**src/core_exec_pkg.sv**
```systemverilog
/*
 * core_exec_pkg: shared widths, opcodes, fix-up constants and defaults for the
 * instruction execution block.
 * Assumes an upstream decoder that turns program words into core_op_type codes.
 */
package core_exec_pkg;

	// ----------------------------------------------------------------
	// widths and sizes
	// ----------------------------------------------------------------
	localparam int PC_WIDTH = 14;
	localparam int ADDR_WIDTH = 10;
	localparam int STACK_DEPTH = 12;

	// ----------------------------------------------------------------
	// constants
	// ----------------------------------------------------------------
	localparam logic [PC_WIDTH-1:0] PC_STEP = 14'h0001;
	localparam logic [PC_WIDTH-1:0] PC_RESET = 14'h0000;
	localparam logic [PC_WIDTH-1:0] IRQ_VECTOR_DEFAULT = 14'h0004;
	localparam logic [7:0] BYTE_ZERO = 8'h00;
	localparam logic [7:0] BYTE_ONE = 8'h01;
	localparam logic [3:0] BCD_DIGIT_MAX = 4'h9;
	localparam logic [8:0] BCD_LOW_FIX = 9'h006;
	localparam logic [8:0] BCD_HIGH_FIX = 9'h060;

	// ----------------------------------------------------------------
	// operations handled here
	// ----------------------------------------------------------------
	typedef enum logic [4:0] {
		OP_NOP = 5'h00,
		OP_CALL = 5'h01,
		OP_WIPE_MEM = 5'h02,
		OP_CLR_BIT = 5'h03,
		OP_CLR_WDT = 5'h04,
		OP_INVERT_MEM = 5'h05,
		OP_INVERT_TO_ACC = 5'h06,
		OP_BCD_ADJUST = 5'h07,
		OP_DEC = 5'h08,
		OP_DEC_TO_ACC = 5'h09,
		OP_INC = 5'h0a,
		OP_INC_TO_ACC = 5'h0b,
		OP_HALT = 5'h0c,
		OP_GOTO = 5'h0d,
		OP_COPY_TO_ACC = 5'h0e,
		OP_COPY_IMM = 5'h0f,
		OP_COPY_TO_MEM = 5'h10,
		OP_OR_MEM = 5'h11,
		OP_OR_IMM = 5'h12,
		OP_OR_INTO_MEM = 5'h13,
		OP_RET = 5'h14,
		OP_RET_IMM = 5'h15,
		OP_IRQ_EXIT = 5'h16,
		OP_ROTATE_LEFT = 5'h17
	} core_op_type;

	typedef enum logic [1:0] {
		ST_RUN = 2'b00,
		ST_DUMMY = 2'b01,
		ST_HALTED = 2'b10
	} exec_state_type;

endpackage

```
**src/hw_stack.sv**
```systemverilog
/*
 * hw_stack: return address stack held in flip-flops.
 * Assumes push and pop never come together; an overflow wraps and overwrites
 * the oldest entry, an underflow wraps the same way.
 */
`timescale 1ns/1ns
module hw_stack
	import core_exec_pkg::*;
#(
	parameter int WIDTH = PC_WIDTH,
	parameter int DEPTH = STACK_DEPTH
)
(
	input wire logic core_clk,
	input wire logic rst,
	input wire logic push,
	input wire logic pop,
	input wire logic [WIDTH-1:0] push_data,
	output logic [WIDTH-1:0] top
);
	localparam int PTR_W = $clog2(DEPTH);
	localparam logic [PTR_W-1:0] PTR_LAST = PTR_W'(DEPTH - 1);
	localparam logic [PTR_W-1:0] PTR_ONE = PTR_W'(1);

	typedef struct packed {
		logic [DEPTH-1:0][WIDTH-1:0] entry;
		logic [PTR_W-1:0] ptr;
	} stack_type;

	stack_type cur;
	stack_type next_cur;
	logic [PTR_W-1:0] below;

	// ----------------------------------------------------------------
	// pointer arithmetic, wrapping at the depth
	// ----------------------------------------------------------------
	always_comb
	begin
		below = (cur.ptr == '0) ? PTR_LAST : cur.ptr - PTR_ONE;
		top = cur.entry[below];
		next_cur = cur;
		if (push)
		begin
			next_cur.entry[cur.ptr] = push_data;
			next_cur.ptr = (cur.ptr == PTR_LAST) ? '0 : cur.ptr + PTR_ONE;
		end
		else if (pop)
			next_cur.ptr = below;
	end

	always_ff @(posedge core_clk)
	begin
		if (rst)
			cur <= '0;
		else
			cur <= next_cur;
	end
endmodule

```
**src/byte_alu.sv**
```systemverilog
/*
 * byte_alu: combinational data path for the byte operations of the core.
 * Assumes mem_byte is the addressed data memory byte of the current op.
 */
`timescale 1ns/1ns
module byte_alu
	import core_exec_pkg::*;
(
	input wire core_op_type op,
	input wire logic [7:0] acc,
	input wire logic [7:0] mem_byte,
	input wire logic [2:0] bit_sel,
	input wire logic [7:0] imm,
	input wire logic carry,
	input wire logic aux_carry,
	output logic [7:0] result,
	output logic to_mem,
	output logic to_acc,
	output logic upd_zero,
	output logic upd_carry,
	output logic carry_out
);
	logic [8:0] bcd;
	logic fix_low;
	logic fix_high;

	// ----------------------------------------------------------------
	// result selection and which destinations take it
	// ----------------------------------------------------------------
	always_comb
	begin
		fix_low = (acc[3:0] > BCD_DIGIT_MAX) || aux_carry;
		fix_high = (acc[7:4] > BCD_DIGIT_MAX) || carry;
		bcd = {1'b0, acc};
		if (fix_low)
			bcd = bcd + BCD_LOW_FIX;
		if (fix_high)
			bcd = bcd + BCD_HIGH_FIX;
		result = acc;
		to_mem = 1'b0;
		to_acc = 1'b0;
		upd_zero = 1'b0;
		upd_carry = 1'b0;
		carry_out = carry;
		unique case (op)
			OP_WIPE_MEM: begin result = BYTE_ZERO; to_mem = 1'b1; end // RULE_02
			OP_CLR_BIT: begin result = mem_byte & ~(BYTE_ONE << bit_sel); to_mem = 1'b1; end // RULE_03
			OP_INVERT_MEM: begin result = ~mem_byte; to_mem = 1'b1; upd_zero = 1'b1; end // RULE_05
			OP_INVERT_TO_ACC: begin result = ~mem_byte; to_acc = 1'b1; upd_zero = 1'b1; end // RULE_06
			OP_BCD_ADJUST:
			begin
				result = bcd[7:0]; // RULE_07
				to_mem = 1'b1;
				upd_carry = 1'b1;
				carry_out = carry | fix_high | bcd[8]; // RULE_08
			end
			OP_DEC: begin result = mem_byte - BYTE_ONE; to_mem = 1'b1; upd_zero = 1'b1; end // RULE_09
			OP_DEC_TO_ACC: begin result = mem_byte - BYTE_ONE; to_acc = 1'b1; upd_zero = 1'b1; end // RULE_09
			OP_INC: begin result = mem_byte + BYTE_ONE; to_mem = 1'b1; upd_zero = 1'b1; end // RULE_10
			OP_INC_TO_ACC: begin result = mem_byte + BYTE_ONE; to_acc = 1'b1; upd_zero = 1'b1; end // RULE_10
			OP_COPY_TO_ACC: begin result = mem_byte; to_acc = 1'b1; end // RULE_13
			OP_COPY_IMM, OP_RET_IMM: begin result = imm; to_acc = 1'b1; end // RULE_13
			OP_COPY_TO_MEM: begin result = acc; to_mem = 1'b1; end // RULE_13
			OP_OR_MEM: begin result = acc | mem_byte; to_acc = 1'b1; upd_zero = 1'b1; end // RULE_15
			OP_OR_IMM: begin result = acc | imm; to_acc = 1'b1; upd_zero = 1'b1; end // RULE_15
			OP_OR_INTO_MEM: begin result = acc | mem_byte; to_mem = 1'b1; upd_zero = 1'b1; end // RULE_16
			OP_ROTATE_LEFT: begin result = {mem_byte[6:0], mem_byte[7]}; to_mem = 1'b1; end // RULE_21
			default: result = acc;
		endcase
	end
endmodule

```
**src/core_exec.sv**
```systemverilog
/*
 * core_exec: executes calls, returns, clears, complements, decimal adjust,
 * increment/decrement, moves, OR, no-op, halt, jump, rotate left and watchdog
 * clear for an 8-bit core, holding pc, accumulator, flags and stack.
 * Assumes the decoder presents one op with its operands and the addressed memory
 * byte, holding them until instr_ready samples them; memory writes are one cycle.
 */
// Summary of operation
// RULE_01 - call pushes pc plus 1, loads target, two cycles, flags untouched
// RULE_02 - wipe_mem writes zero to the addressed byte, flags untouched
// RULE_03 - bit clear zeroes only the selected bit of the addressed byte
// RULE_04 - watchdog clear resets watchdog and clears timeout and powerdown flags
// RULE_05 - invert_mem stores ones complement in memory and updates zero
// RULE_06 - invert_to_acc puts complement in accumulator, memory kept, zero updated
// RULE_07 - bcd_adjust adds 6 per nibble over 9 or carried, stores to memory
// RULE_08 - bcd_adjust touches only carry, set on decimal overflow
// RULE_09 - decrement to memory or accumulator, zero updated
// RULE_10 - increment to memory or accumulator, zero updated
// RULE_11 - halt stops execution and clock, clears watchdog, sets powerdown, clears timeout
// RULE_12 - goto_addr loads target with one dummy cycle, flags untouched
// RULE_13 - copy_op moves memory, immediate or accumulator without flag changes
// RULE_14 - no-op only advances the program counter
// RULE_15 - OR with memory or immediate into accumulator, zero updated
// RULE_16 - or_into_mem writes accumulator OR byte back to memory, zero updated
// RULE_17 - subroutine_exit pops pc from stack, flags untouched
// RULE_18 - subroutine_exit with immediate also loads accumulator
// RULE_19 - irq_exit pops pc and sets global_irq_enable
// RULE_20 - interrupt pending at irq_exit is serviced before returning to main code
// RULE_21 - rotate_left moves bit 7 into bit 0, stored to memory, flags untouched
// RULE_22 - all other ops of this group finish in one cycle
`timescale 1ns/1ns
module core_exec
	import core_exec_pkg::*;
#(
	parameter logic [PC_WIDTH-1:0] IRQ_VECTOR = IRQ_VECTOR_DEFAULT
)
(
	input wire logic core_clk,
	input wire logic rst,
	input wire logic instr_valid,
	input wire core_op_type instr_op,
	input wire logic [ADDR_WIDTH-1:0] instr_addr,
	input wire logic [2:0] instr_bit,
	input wire logic [7:0] instr_imm,
	input wire logic [PC_WIDTH-1:0] instr_target,
	input wire logic [7:0] mem_rdata,
	input wire logic flag_load,
	input wire logic flag_carry_in,
	input wire logic flag_aux_carry_in,
	input wire logic flag_zero_in,
	input wire logic irq_pending,
	input wire logic wdt_timeout,
	input wire logic wake,
	output logic instr_ready,
	output logic [PC_WIDTH-1:0] pc,
	output logic [7:0] acc,
	output logic zero_flag,
	output logic carry_flag,
	output logic aux_carry,
	output logic global_irq_enable,
	output logic timeout_flag,
	output logic powerdown_flag,
	output logic watchdog_clear,
	output logic clock_stop,
	output logic irq_ack,
	output logic mem_we,
	output logic [ADDR_WIDTH-1:0] mem_addr,
	output logic [7:0] mem_wdata
);
	// ----------------------------------------------------------------
	// state
	// ----------------------------------------------------------------
	typedef struct packed {
		exec_state_type state;
		logic ready;
		logic [PC_WIDTH-1:0] pc;
		logic [7:0] acc;
		logic zero;
		logic carry;
		logic aux_carry;
		logic gie;
		logic timeout;
		logic powerdown;
		logic wdt_clear;
		logic clock_stop;
		logic irq_ack;
		logic mem_we;
		logic [ADDR_WIDTH-1:0] mem_addr;
		logic [7:0] mem_wdata;
	} exec_type;

	exec_type cur;
	exec_type next_cur;
	logic take;
	logic irq_entry;
	logic push;
	logic pop;
	logic [PC_WIDTH-1:0] push_data;
	logic [PC_WIDTH-1:0] stack_top;
	logic [7:0] alu_result;
	logic alu_to_mem;
	logic alu_to_acc;
	logic alu_upd_zero;
	logic alu_upd_carry;
	logic alu_carry_out;

	// ----------------------------------------------------------------
	// sub-blocks
	// ----------------------------------------------------------------
	hw_stack #(.WIDTH(PC_WIDTH), .DEPTH(STACK_DEPTH)) u_stack (
		.core_clk(core_clk),
		.rst(rst),
		.push(push),
		.pop(pop),
		.push_data(push_data),
		.top(stack_top)
	);

	byte_alu u_alu (
		.op(instr_op),
		.acc(cur.acc),
		.mem_byte(mem_rdata),
		.bit_sel(instr_bit),
		.imm(instr_imm),
		.carry(cur.carry),
		.aux_carry(cur.aux_carry),
		.result(alu_result),
		.to_mem(alu_to_mem),
		.to_acc(alu_to_acc),
		.upd_zero(alu_upd_zero),
		.upd_carry(alu_upd_carry),
		.carry_out(alu_carry_out)
	);

	// ----------------------------------------------------------------
	// next state
	// ----------------------------------------------------------------
	// interrupt entry beats the waiting op, so an irq still pending right after
	// irq_exit is vectored before the main code resumes
	always_comb
	begin
		irq_entry = cur.ready && cur.gie && irq_pending; // RULE_20
		take = cur.ready && instr_valid && !irq_entry;
		push = 1'b0;
		pop = 1'b0;
		push_data = cur.pc + PC_STEP;
		next_cur = cur;
		next_cur.wdt_clear = 1'b0;
		next_cur.irq_ack = 1'b0;
		next_cur.mem_we = 1'b0;
		// flag loads from the rest of the core only land in idle cycles
		if (flag_load && !take)
		begin
			next_cur.carry = flag_carry_in;
			next_cur.aux_carry = flag_aux_carry_in;
			next_cur.zero = flag_zero_in;
		end
		unique case (cur.state)
			ST_RUN:
			begin
				if (irq_entry)
				begin
					push = 1'b1;
					push_data = cur.pc;
					next_cur.pc = IRQ_VECTOR;
					next_cur.gie = 1'b0;
					next_cur.irq_ack = 1'b1;
					next_cur.state = ST_DUMMY;
				end
				else if (take)
				begin
					next_cur.pc = cur.pc + PC_STEP; // RULE_14 RULE_22
					next_cur.mem_addr = instr_addr;
					if (alu_to_mem)
					begin
						next_cur.mem_we = 1'b1;
						next_cur.mem_wdata = alu_result;
					end
					if (alu_to_acc)
						next_cur.acc = alu_result;
					if (alu_upd_zero)
						next_cur.zero = (alu_result == BYTE_ZERO);
					if (alu_upd_carry)
						next_cur.carry = alu_carry_out;
					unique case (instr_op)
						OP_CALL:
						begin
							push = 1'b1; // RULE_01
							next_cur.pc = instr_target;
							next_cur.state = ST_DUMMY;
						end
						OP_GOTO:
						begin
							next_cur.pc = instr_target; // RULE_12
							next_cur.state = ST_DUMMY;
						end
						OP_RET, OP_RET_IMM:
						begin
							pop = 1'b1; // RULE_17 RULE_18
							next_cur.pc = stack_top;
						end
						OP_IRQ_EXIT:
						begin
							pop = 1'b1;
							next_cur.pc = stack_top;
							next_cur.gie = 1'b1; // RULE_19
						end
						OP_CLR_WDT:
						begin
							next_cur.wdt_clear = 1'b1; // RULE_04
							next_cur.timeout = wdt_timeout;
							next_cur.powerdown = 1'b0;
						end
						OP_HALT:
						begin
							next_cur.wdt_clear = 1'b1; // RULE_11
							next_cur.timeout = wdt_timeout;
							next_cur.powerdown = 1'b1;
							next_cur.clock_stop = 1'b1;
							next_cur.state = ST_HALTED;
						end
						default: next_cur.state = ST_RUN;
					endcase
				end
			end
			ST_DUMMY: next_cur.state = ST_RUN;
			ST_HALTED:
			begin
				// pc, accumulator and memory hold until the wake request
				if (wake)
				begin
					next_cur.clock_stop = 1'b0;
					next_cur.state = ST_RUN;
				end
			end
			default: next_cur.state = ST_RUN;
		endcase
		// a watchdog time-out never gets lost under a clear in the same cycle
		if (wdt_timeout)
			next_cur.timeout = 1'b1;
		next_cur.ready = (next_cur.state == ST_RUN);
	end

	// ----------------------------------------------------------------
	// registers
	// ----------------------------------------------------------------
	always_ff @(posedge core_clk)
	begin
		if (rst)
		begin
			cur <= '0;
			cur.ready <= 1'b1;
			cur.pc <= PC_RESET;
		end
		else
			cur <= next_cur;
	end

	// outputs straight from the state flops
	assign instr_ready = cur.ready;
	assign pc = cur.pc;
	assign acc = cur.acc;
	assign zero_flag = cur.zero;
	assign carry_flag = cur.carry;
	assign aux_carry = cur.aux_carry;
	assign global_irq_enable = cur.gie;
	assign timeout_flag = cur.timeout;
	assign powerdown_flag = cur.powerdown;
	assign watchdog_clear = cur.wdt_clear;
	assign clock_stop = cur.clock_stop;
	assign irq_ack = cur.irq_ack;
	assign mem_we = cur.mem_we;
	assign mem_addr = cur.mem_addr;
	assign mem_wdata = cur.mem_wdata;
endmodule

```
**config.mk**
```make
export PLATFORM = sky130hd
export DESIGN_NAME = core_exec
export DESIGN_NICKNAME = d
export VERILOG_FILES = /design/src/core_exec_pkg.sv /design/src/hw_stack.sv /design/src/byte_alu.sv /design/src/core_exec.sv
export SDC_FILE = /design/constraint.sdc
export NUM_CORES = 1
export LEC_CHECK = 0
export BUFFER_PORTS_ARGS = -buffer_cell sky130_fd_sc_hd__buf_4
export CORE_UTILIZATION = 35
export CTS_CLUSTER_SIZE = 16
export DETAILED_ROUTE_END_ITERATION = 16
export PLACE_DENSITY_LB_ADDON = 0.05
export SLEW_MARGIN = 10
export SYNTH_ARGS = -nofsm -noshare
export SYNTH_HDL_FRONTEND = slang
export SYNTH_SLANG_ARGS = --single-unit
```
**constraint.sdc**
```tcl
create_clock -name core_clk -period 7 [get_ports core_clk]
set_clock_uncertainty 0.1 [all_clocks]
set_input_delay 0.35 -clock core_clk [delete_from_list [all_inputs] [get_ports core_clk]]
set_output_delay 0.35 -clock core_clk [all_outputs]
set_load 0.01 [all_outputs]
```
Word level (Yosys, flattened, before mapping)
Index checks and enable logic that the tools add are counted.

Logic and storage cells: 179. Input bits: 58. Flip-flop bits (word level): 225.

Bitwise gates (word level): 10. Add/subtract/negate cells: 7. Reductions and logical operators: 43. Equal/unequal tests: 31. Muxes and demuxes: 53. $lt $le $gt $ge: 5. Shift operators: 1.

Operator list (count): bitwise mux 168 bit (1); one-hot mux 8 bit (11 select lines) (1); 2-to-1 mux 14 bit (5); binary-select mux 14 bit (select 4 bit) (1); demux 14 bit (select 4 bit) (1); == test 5 x 4 -> 1 bit (second input constant) (8); == test 5 bit (second input constant) (8); one-hot mux 14 bit (2 select lines) (1); 2-to-1 mux 24 bit (1); 2-to-1 mux 1 bit (22); == test 5 x 3 -> 1 bit (second input constant) (4); 2-to-1 mux 4 bit (5); 2-to-1 mux 9 bit (2); OR reduction 9 bit (2); inverter 8 bit (2); OR 8 bit (2); AND reduction 4 bit (4); adder 14 x 1 -> 14 bit (second input constant) (1); nonzero test 2 bit (7); OR reduction 2 bit (7); == test 5 x 2 -> 1 bit (second input constant) (2); less-than comparator 4 x 5 -> 1 bit (second input constant) (2); 2-to-1 mux 2 bit (5); adder 8 x 3 -> 9 bit (second input constant) (1); other kinds (37) (55).

Longest topological paths before layout
Depth after elaboration: 11. Mapped depth: 13.

Cells and area by module
Synthesis repeated with hierarchy kept, for this count alone.

Cells, all modules: 1576. Area, all modules: 12045.3 um2.

By module, submodules not included: hw_stack (area each 7599.8 um2, instances 1, cells an instance 965); core_exec (area each 2969.1 um2, instances 1, cells an instance 375); byte_alu (area each 1476.4 um2, instances 1, cells an instance 236).

Worst setup path after synthesis
Ideal clock, no wire load.

Path kind: register -> register. From: register u_stack.cur[0] (netlist name). To: register, netlist name pc[11]. Setup time: 132 ps. Stages on the path, launching flop included: 10. Data required time: 6768 ps. Data arrival time: 2571 ps. Path slack: 4197 ps. Cells stage by stage: dfxtp_1 inv_1 ha_1 buf_1 clkbuf_1 mux4_2 mux2i_1 o2bb2ai_1 a211oi_1 nor3_1.

Word-level cells in the longest chain between the ends: 7. Elaborated cells between the ends (all ways): 8. Those cells by class: 1 x add/sub; 6 x mux; 1 x reduce/logical.

RTL lines: start: declaration (line hw_stack.sv:30) `stack_type cur;`; start signal: assignment (line hw_stack.sv:56) `cur <= next_cur;`; subtractor 4 x 1 -> 4 bit / zero test 4 bit (equally long branches) (line hw_stack.sv:39) `below = (cur.ptr == '0) ? PTR_LAST : cur.ptr - PTR_ONE;`; 2-to-1 mux 4 bit (*) (line hw_stack.sv:39); binary-select mux 14 bit (select 4 bit) (*) (line hw_stack.sv:40) `top = cur.entry[below];`; 2-to-1 mux 14 bit (implied by the code) (*) (line hw_stack.sv:40); one-hot mux 14 bit (2 select lines) (*) (line core_exec.sv:185) `unique case (instr_op)`; 2-to-1 mux 24 bit (*) (line core_exec.sv:170) `else if (take)`; 2-to-1 mux 14 bit (*) (line core_exec.sv:161) `if (irq_entry)`.

Every way passes the cells marked *; elsewhere a longest branch is shown, timed or not. The select of a mux whose other input is x is not followed. A chain may end at the register's enable or synchronous reset.

Final worst setup path
From: register u_stack.cur[0] (netlist name). To: register, netlist name pc[8].

Word-level cells in the longest chain between the ends: 7. Elaborated cells between the ends (all ways): 8. Those cells by class: 1 x add/sub; 6 x mux; 1 x reduce/logical.

RTL lines (line): subtractor 4 x 1 -> 4 bit / zero test 4 bit (equally long branches) (hw_stack.sv:39); 2-to-1 mux 4 bit (*) (hw_stack.sv:39); binary-select mux 14 bit (select 4 bit) (*) (hw_stack.sv:40); 2-to-1 mux 14 bit (implied by the code) (*) (hw_stack.sv:40); one-hot mux 14 bit (2 select lines) (*) (core_exec.sv:185); 2-to-1 mux 24 bit (*) (core_exec.sv:170); 2-to-1 mux 14 bit (*) (core_exec.sv:161).

Marks and branches as above.

==> results by stage <==
Setup path:
- STA classifies the critical path endpoint as a flip-flop.
- The worst-case reg-to-reg path depth is 10.
- The endpoint identified for the worst register-to-register timing path is pc[8].
- The worst-case register-to-register setup slack is 3150 ps.
- The slowest stage of the critical path is the buf_4 cell.
- The most repeated library cell on the critical path is inv_1.
- The critical path is of the flip-flop to flip-flop type.
- The worst flop-to-flop path startpoint is u_stack.cur[0].
- At the worst endpoint, the required time is 7300 ps.
- The arrival time of data at the critical path endpoint is 4150 ps.
- For this run, the slowest stage of the critical path takes between 700 and 800 ps.
- Walking the worst path, the cells encountered are inv_1 -> ha_2 -> inv_1 -> o31ai_4 -> buf_4 -> mux4_2 -> mux2i_1 -> o2bb2ai_1 -> a221oi_1 -> nor3_1.
- The worst setup path is launched from a flip-flop.
- The worst-path maximum fanout is 50.

Route:
- The post-route DRC violation count is 0.
- In the final routed layout, each cell accounts on average for 20.18 um.
- The violation count after the first detailed-routing iteration is about 650.
- The final wirelength is approximately 38,000 um.
- In the routed layout, each cell is associated on average with a via count of roughly 5.4.
- The first detailed-routing pass ran for 5 iterations.
- Summing over every cut layer, the via total after detailed routing is 10,330.
- The detail route stage leaves a number of antenna-violating nets equal to 0.

Floorplanning:
- The site row count is 67.
- The core region is about 0.034 mm^2.
- Measured along the y axis, the die boundary spans 187.9 um.
- about 110 I/O pins were placed.
- The die span in x is ~190 um.
- The die covers 0.03530 mm^2.
- For this configuration, the core starts out at a cell density of a little over a third.

Layout:
- From synthesis to final layout, the design area changed by 14.09%.
- The utilization after layout is between 40% and 50%.
- The final net count is about 1,500.
- The footprint of the flip-flops and latches is approximately 0.0045 mm^2.
- The ratio of cells with drive above 1 in the final layout is around 17%.
- The number of antenna cells inserted is 0.
- The final non-filler cell total is ~1,900.
- The summed area of non-filler cells in the final layout is between 0.01 and 0.015 mm^2.
- The total area of multi-input combinational cells is between 0.006 and 0.007 mm^2.
- Fill cells in the final layout number approximately 3,400.

Yosys:
- The area share of the largest cell type after synthesis is around 37%.
- The mean cell area of the mapped netlist is roughly 8.5 um^2.
- The biggest area contributor in the post-synthesis netlist is dfxtp_1.
- After synthesis, flip-flops and latches occupy a little under two fifths of the total area.
- The summed instance area of the synthesized netlist is between 0.01 and 0.015 mm^2.
- After synthesis, the cell types taking the most area are dfxtp_1, nor2_1, a211oi_1.
- The synthesized design contains 225 register bits.
- For this run, the number of Yosys warnings is 0.
- Synthesis instantiated 83 different standard cells from the library.
- In the synthesized netlist the dominant register cell turns out to be dfxtp_1.
- Among all cell types in the netlist, the one instantiated most often is nor2_1.
- Synthesis produced between 1,000 and 1,500 cells.
- Counting flops with a built-in enable in the synthesized netlist gives 0.
- After synthesis, the most frequently instantiated cells are nor2_1, dfxtp_1, a21oi_1.
- The share of async-settable or async-resettable flops after synthesis is 0%.
- When the netlist entered floorplanning its net count stood at ~1,500.

Timing:
- The post-route fraction of the period consumed by the critical path is between 50 and 60%.
- Static timing analysis puts the maximum clock frequency at around 0.26 GHz.
- The sum of negative setup slack is 0 ps.
- The worst slew margin relative to its limit is around a fifth.
- The count of endpoints failing setup in the final report is 0.
- The final critical path time including I/O delays and setup is 3851 ps.
- For the pin with the worst max-slew slack, the measured transition is around 1200 ps.
- The count of pins over their slew limit is 0.
- Setup repair after global routing left no endpoint under its margin.
- The number of hold violations in the final report is 0.

Global route:
- For this run, the total global-route usage over all layers was measured as a little over a fifth.
- The via count of the first global-routing pass is approximately 10,000.
- The initial antenna violation count is 0.
- The largest net degree at the start of global routing is between 80 and 90.
- The final global-route overflow total is 0.
- The first global-routing pass estimated 60,510 um of wire.

Power:
- IR analysis of the VDD net gives a maximum drop of approximately 190 uV.
- Power comes to a little under 3000 uW.
- Of the total power, combinational logic draws roughly a tenth.
- The portion of total power attributed to the clock network is 45.0%.
- In this run switching power makes up a little over a quarter of total power.
- The internal power of the cells totals around 2200 uW.
- The switching power of the nets is about 770 uW.
- In this run the power density over the cells is 214.2 mW/mm^2.
- The part of the total power dissipated in sequential elements is around 45%.
- In this run the static leakage power is 0.004876 uW.

Clock network:
- Buffers added to address setup during post-CTS repair amount to 0.
- Gates resized during post-CTS repair numbered 0.
- For the worst-skew pair, the clock arrives at the later sink with an insertion delay of 560 ps.
- TritonCTS built the clock tree.
- The maximum buffer depth of the clock tree is 3.
- The clock root buffer is clkbuf_16.
- Buffers inserted during clock tree synthesis total 27.
- The CTS clock-pin slew for the worst setup and hold paths is about 60 ps.
- The number of clock sinks seen by CTS is approximately 230.
- In this run the number of H-tree levels came out at 1.

Flow run:
- Max-cap violations in this run came to 0.

Hold path:
- The terminating pin of the worst hold path is clock_stop.
- The worst hold path begins at wake.
- The path type of the worst min-delay path is input pin to flip-flop.
- The instance count along the most critical hold path is 4.

Status:
- The flow ran to the end, and the final reports show no timing, DRC or antenna violations.

Placed design:
- Summing all placed instances gives a cell area of roughly 0.013 mm^2.
- Counting tap cells, the placed design contains a total of 1,845 instances.
- The placed wire-length estimate is between 20,000 and 30,000 um.
- During placement, the flow inserted port buffers numbering ~110.
- Routability-driven placement finished with a final weighted congestion of between 0.8 and 0.9.
## critical path, delay by kind of cell, from the launching register on
kind	cells	cell delay, ps
AOI/OAI and AO/OA	3	850
adders and majority gates	1	270
buffers and inverters	3	1090
DFF	1	410
muxes	2	880
and+or+nand+nor	1	80
## routing by layer
metal	global-route usage, %	up-vias	routed length (um)
li1	-	5146	-
met1	28.71	4933	17570
met2	36.79	194	18580
met3	2.602	58	1287
met4	6.160	0	989
met5	0	-	0
## final cells by class
class,instances,area share (%)
Clock buffer,38,5.341
Clock inverter,8,0.6166
Inverter,14,0.3808
Multi-Input combinational cell,1019,48.42
Sequential cell,225,32.64
Tap cell,448,4.062
Timing Repair Buffer,152,8.533
## cell families after synthesis
family | synth area share (%)
and+or+nand+nor | 19.69
xor gates and xnor gates | 2.028
DFF | 37.24
buffers and inverters | 7.842
AOI/OAI and AO/OA | 20.45
adders and majority gates | 0.8277
muxes | 11.92
## power groups by stage
| stage | combinational [uW] | sequential, uW | clock, uW |
|---|---|---|---|
| final | 309 | 1320 | 1330 |
| after floorplan | 205 | 1330 | 0 |
| after global placement | 305 | 1340 | 0 |
| after global routing | 337 | 1320 | 1420 |
| after detailed placement | 304 | 1340 | 0 |
| after CTS | 311 | 1320 | 1370 |
## layout by cell type (no fill, tap or decap), types with 6 or more instances in the layout
master | synthesis | final
a211oi_1 | 113 | 113
a21o_1 | 7 | 7
a21oi_1 | 114 | 114
a221oi_1 | 8 | 8
a311oi_1 | 6 | 6
a31oi_1 | 8 | 6
and3_1 | 7 | 7
buf_4 | 49 | 138
clkbuf_1 | 82 | 9
clkbuf_16 | 0 | 27
dfxtp_1 | 225 | 225
dlygate4sd3_1 | 0 | 13
ha_1 | 8 | 7
inv_1 | 13 | 13
mux2_2 | 8 | 8
mux2i_1 | 54 | 53
mux4_2 | 36 | 36
nand2_1 | 112 | 112
nand2b_1 | 13 | 13
nand3_1 | 26 | 26
nand4_1 | 10 | 10
nor2_1 | 251 | 251
nor2b_1 | 8 | 8
nor3_1 | 27 | 27
nor4_1 | 11 | 11
o21ai_0 | 37 | 37
o22ai_1 | 9 | 9
o2bb2ai_1 | 9 | 9
xnor2_1 | 15 | 14
xor2_1 | 13 | 13
## state kept, by name (all words and copies together), names as in the netlist, 2 cells and up
register,flops
u_stack.cur,172
pc,14
mem_wdata,8
acc,8
cur,2
mem_addr,10
## worst max path at each step
| stage | from | slack, ps | to |
|---|---|---|---|
| global placement | u_stack.cur[0] | 3180 | pc[11] |
| floorplan | u_stack.cur[0] | 4200 | pc[11] |
| global route | u_stack.cur[0] | 2870 | pc[8] |
| CTS | u_stack.cur[0] | 3060 | pc[8] |
| finish | u_stack.cur[0] | 3150 | pc[8] |
| detailed placement | u_stack.cur[0] | 3060 | pc[11] |
## repair_timing
action | CTS | global route
hold endpoints to repair | 12 | 0
hold buffers | 13 | 0
setup endpoints to repair | 0 | 0
## metrics by stage
| step | hold slack, ps | setup slack, ps |
|---|---|---|
| floorplan | 328.7 | 4197 |
| global placement | 338.7 | 3175 |
| detailed placement | 345.5 | 3062 |
| CTS | 10.43 | 3064 |
| global route | 47.82 | 2865 |
| finish | 36.93 | 3149 |
Note: power is estimated with default switching activity, not from simulation.
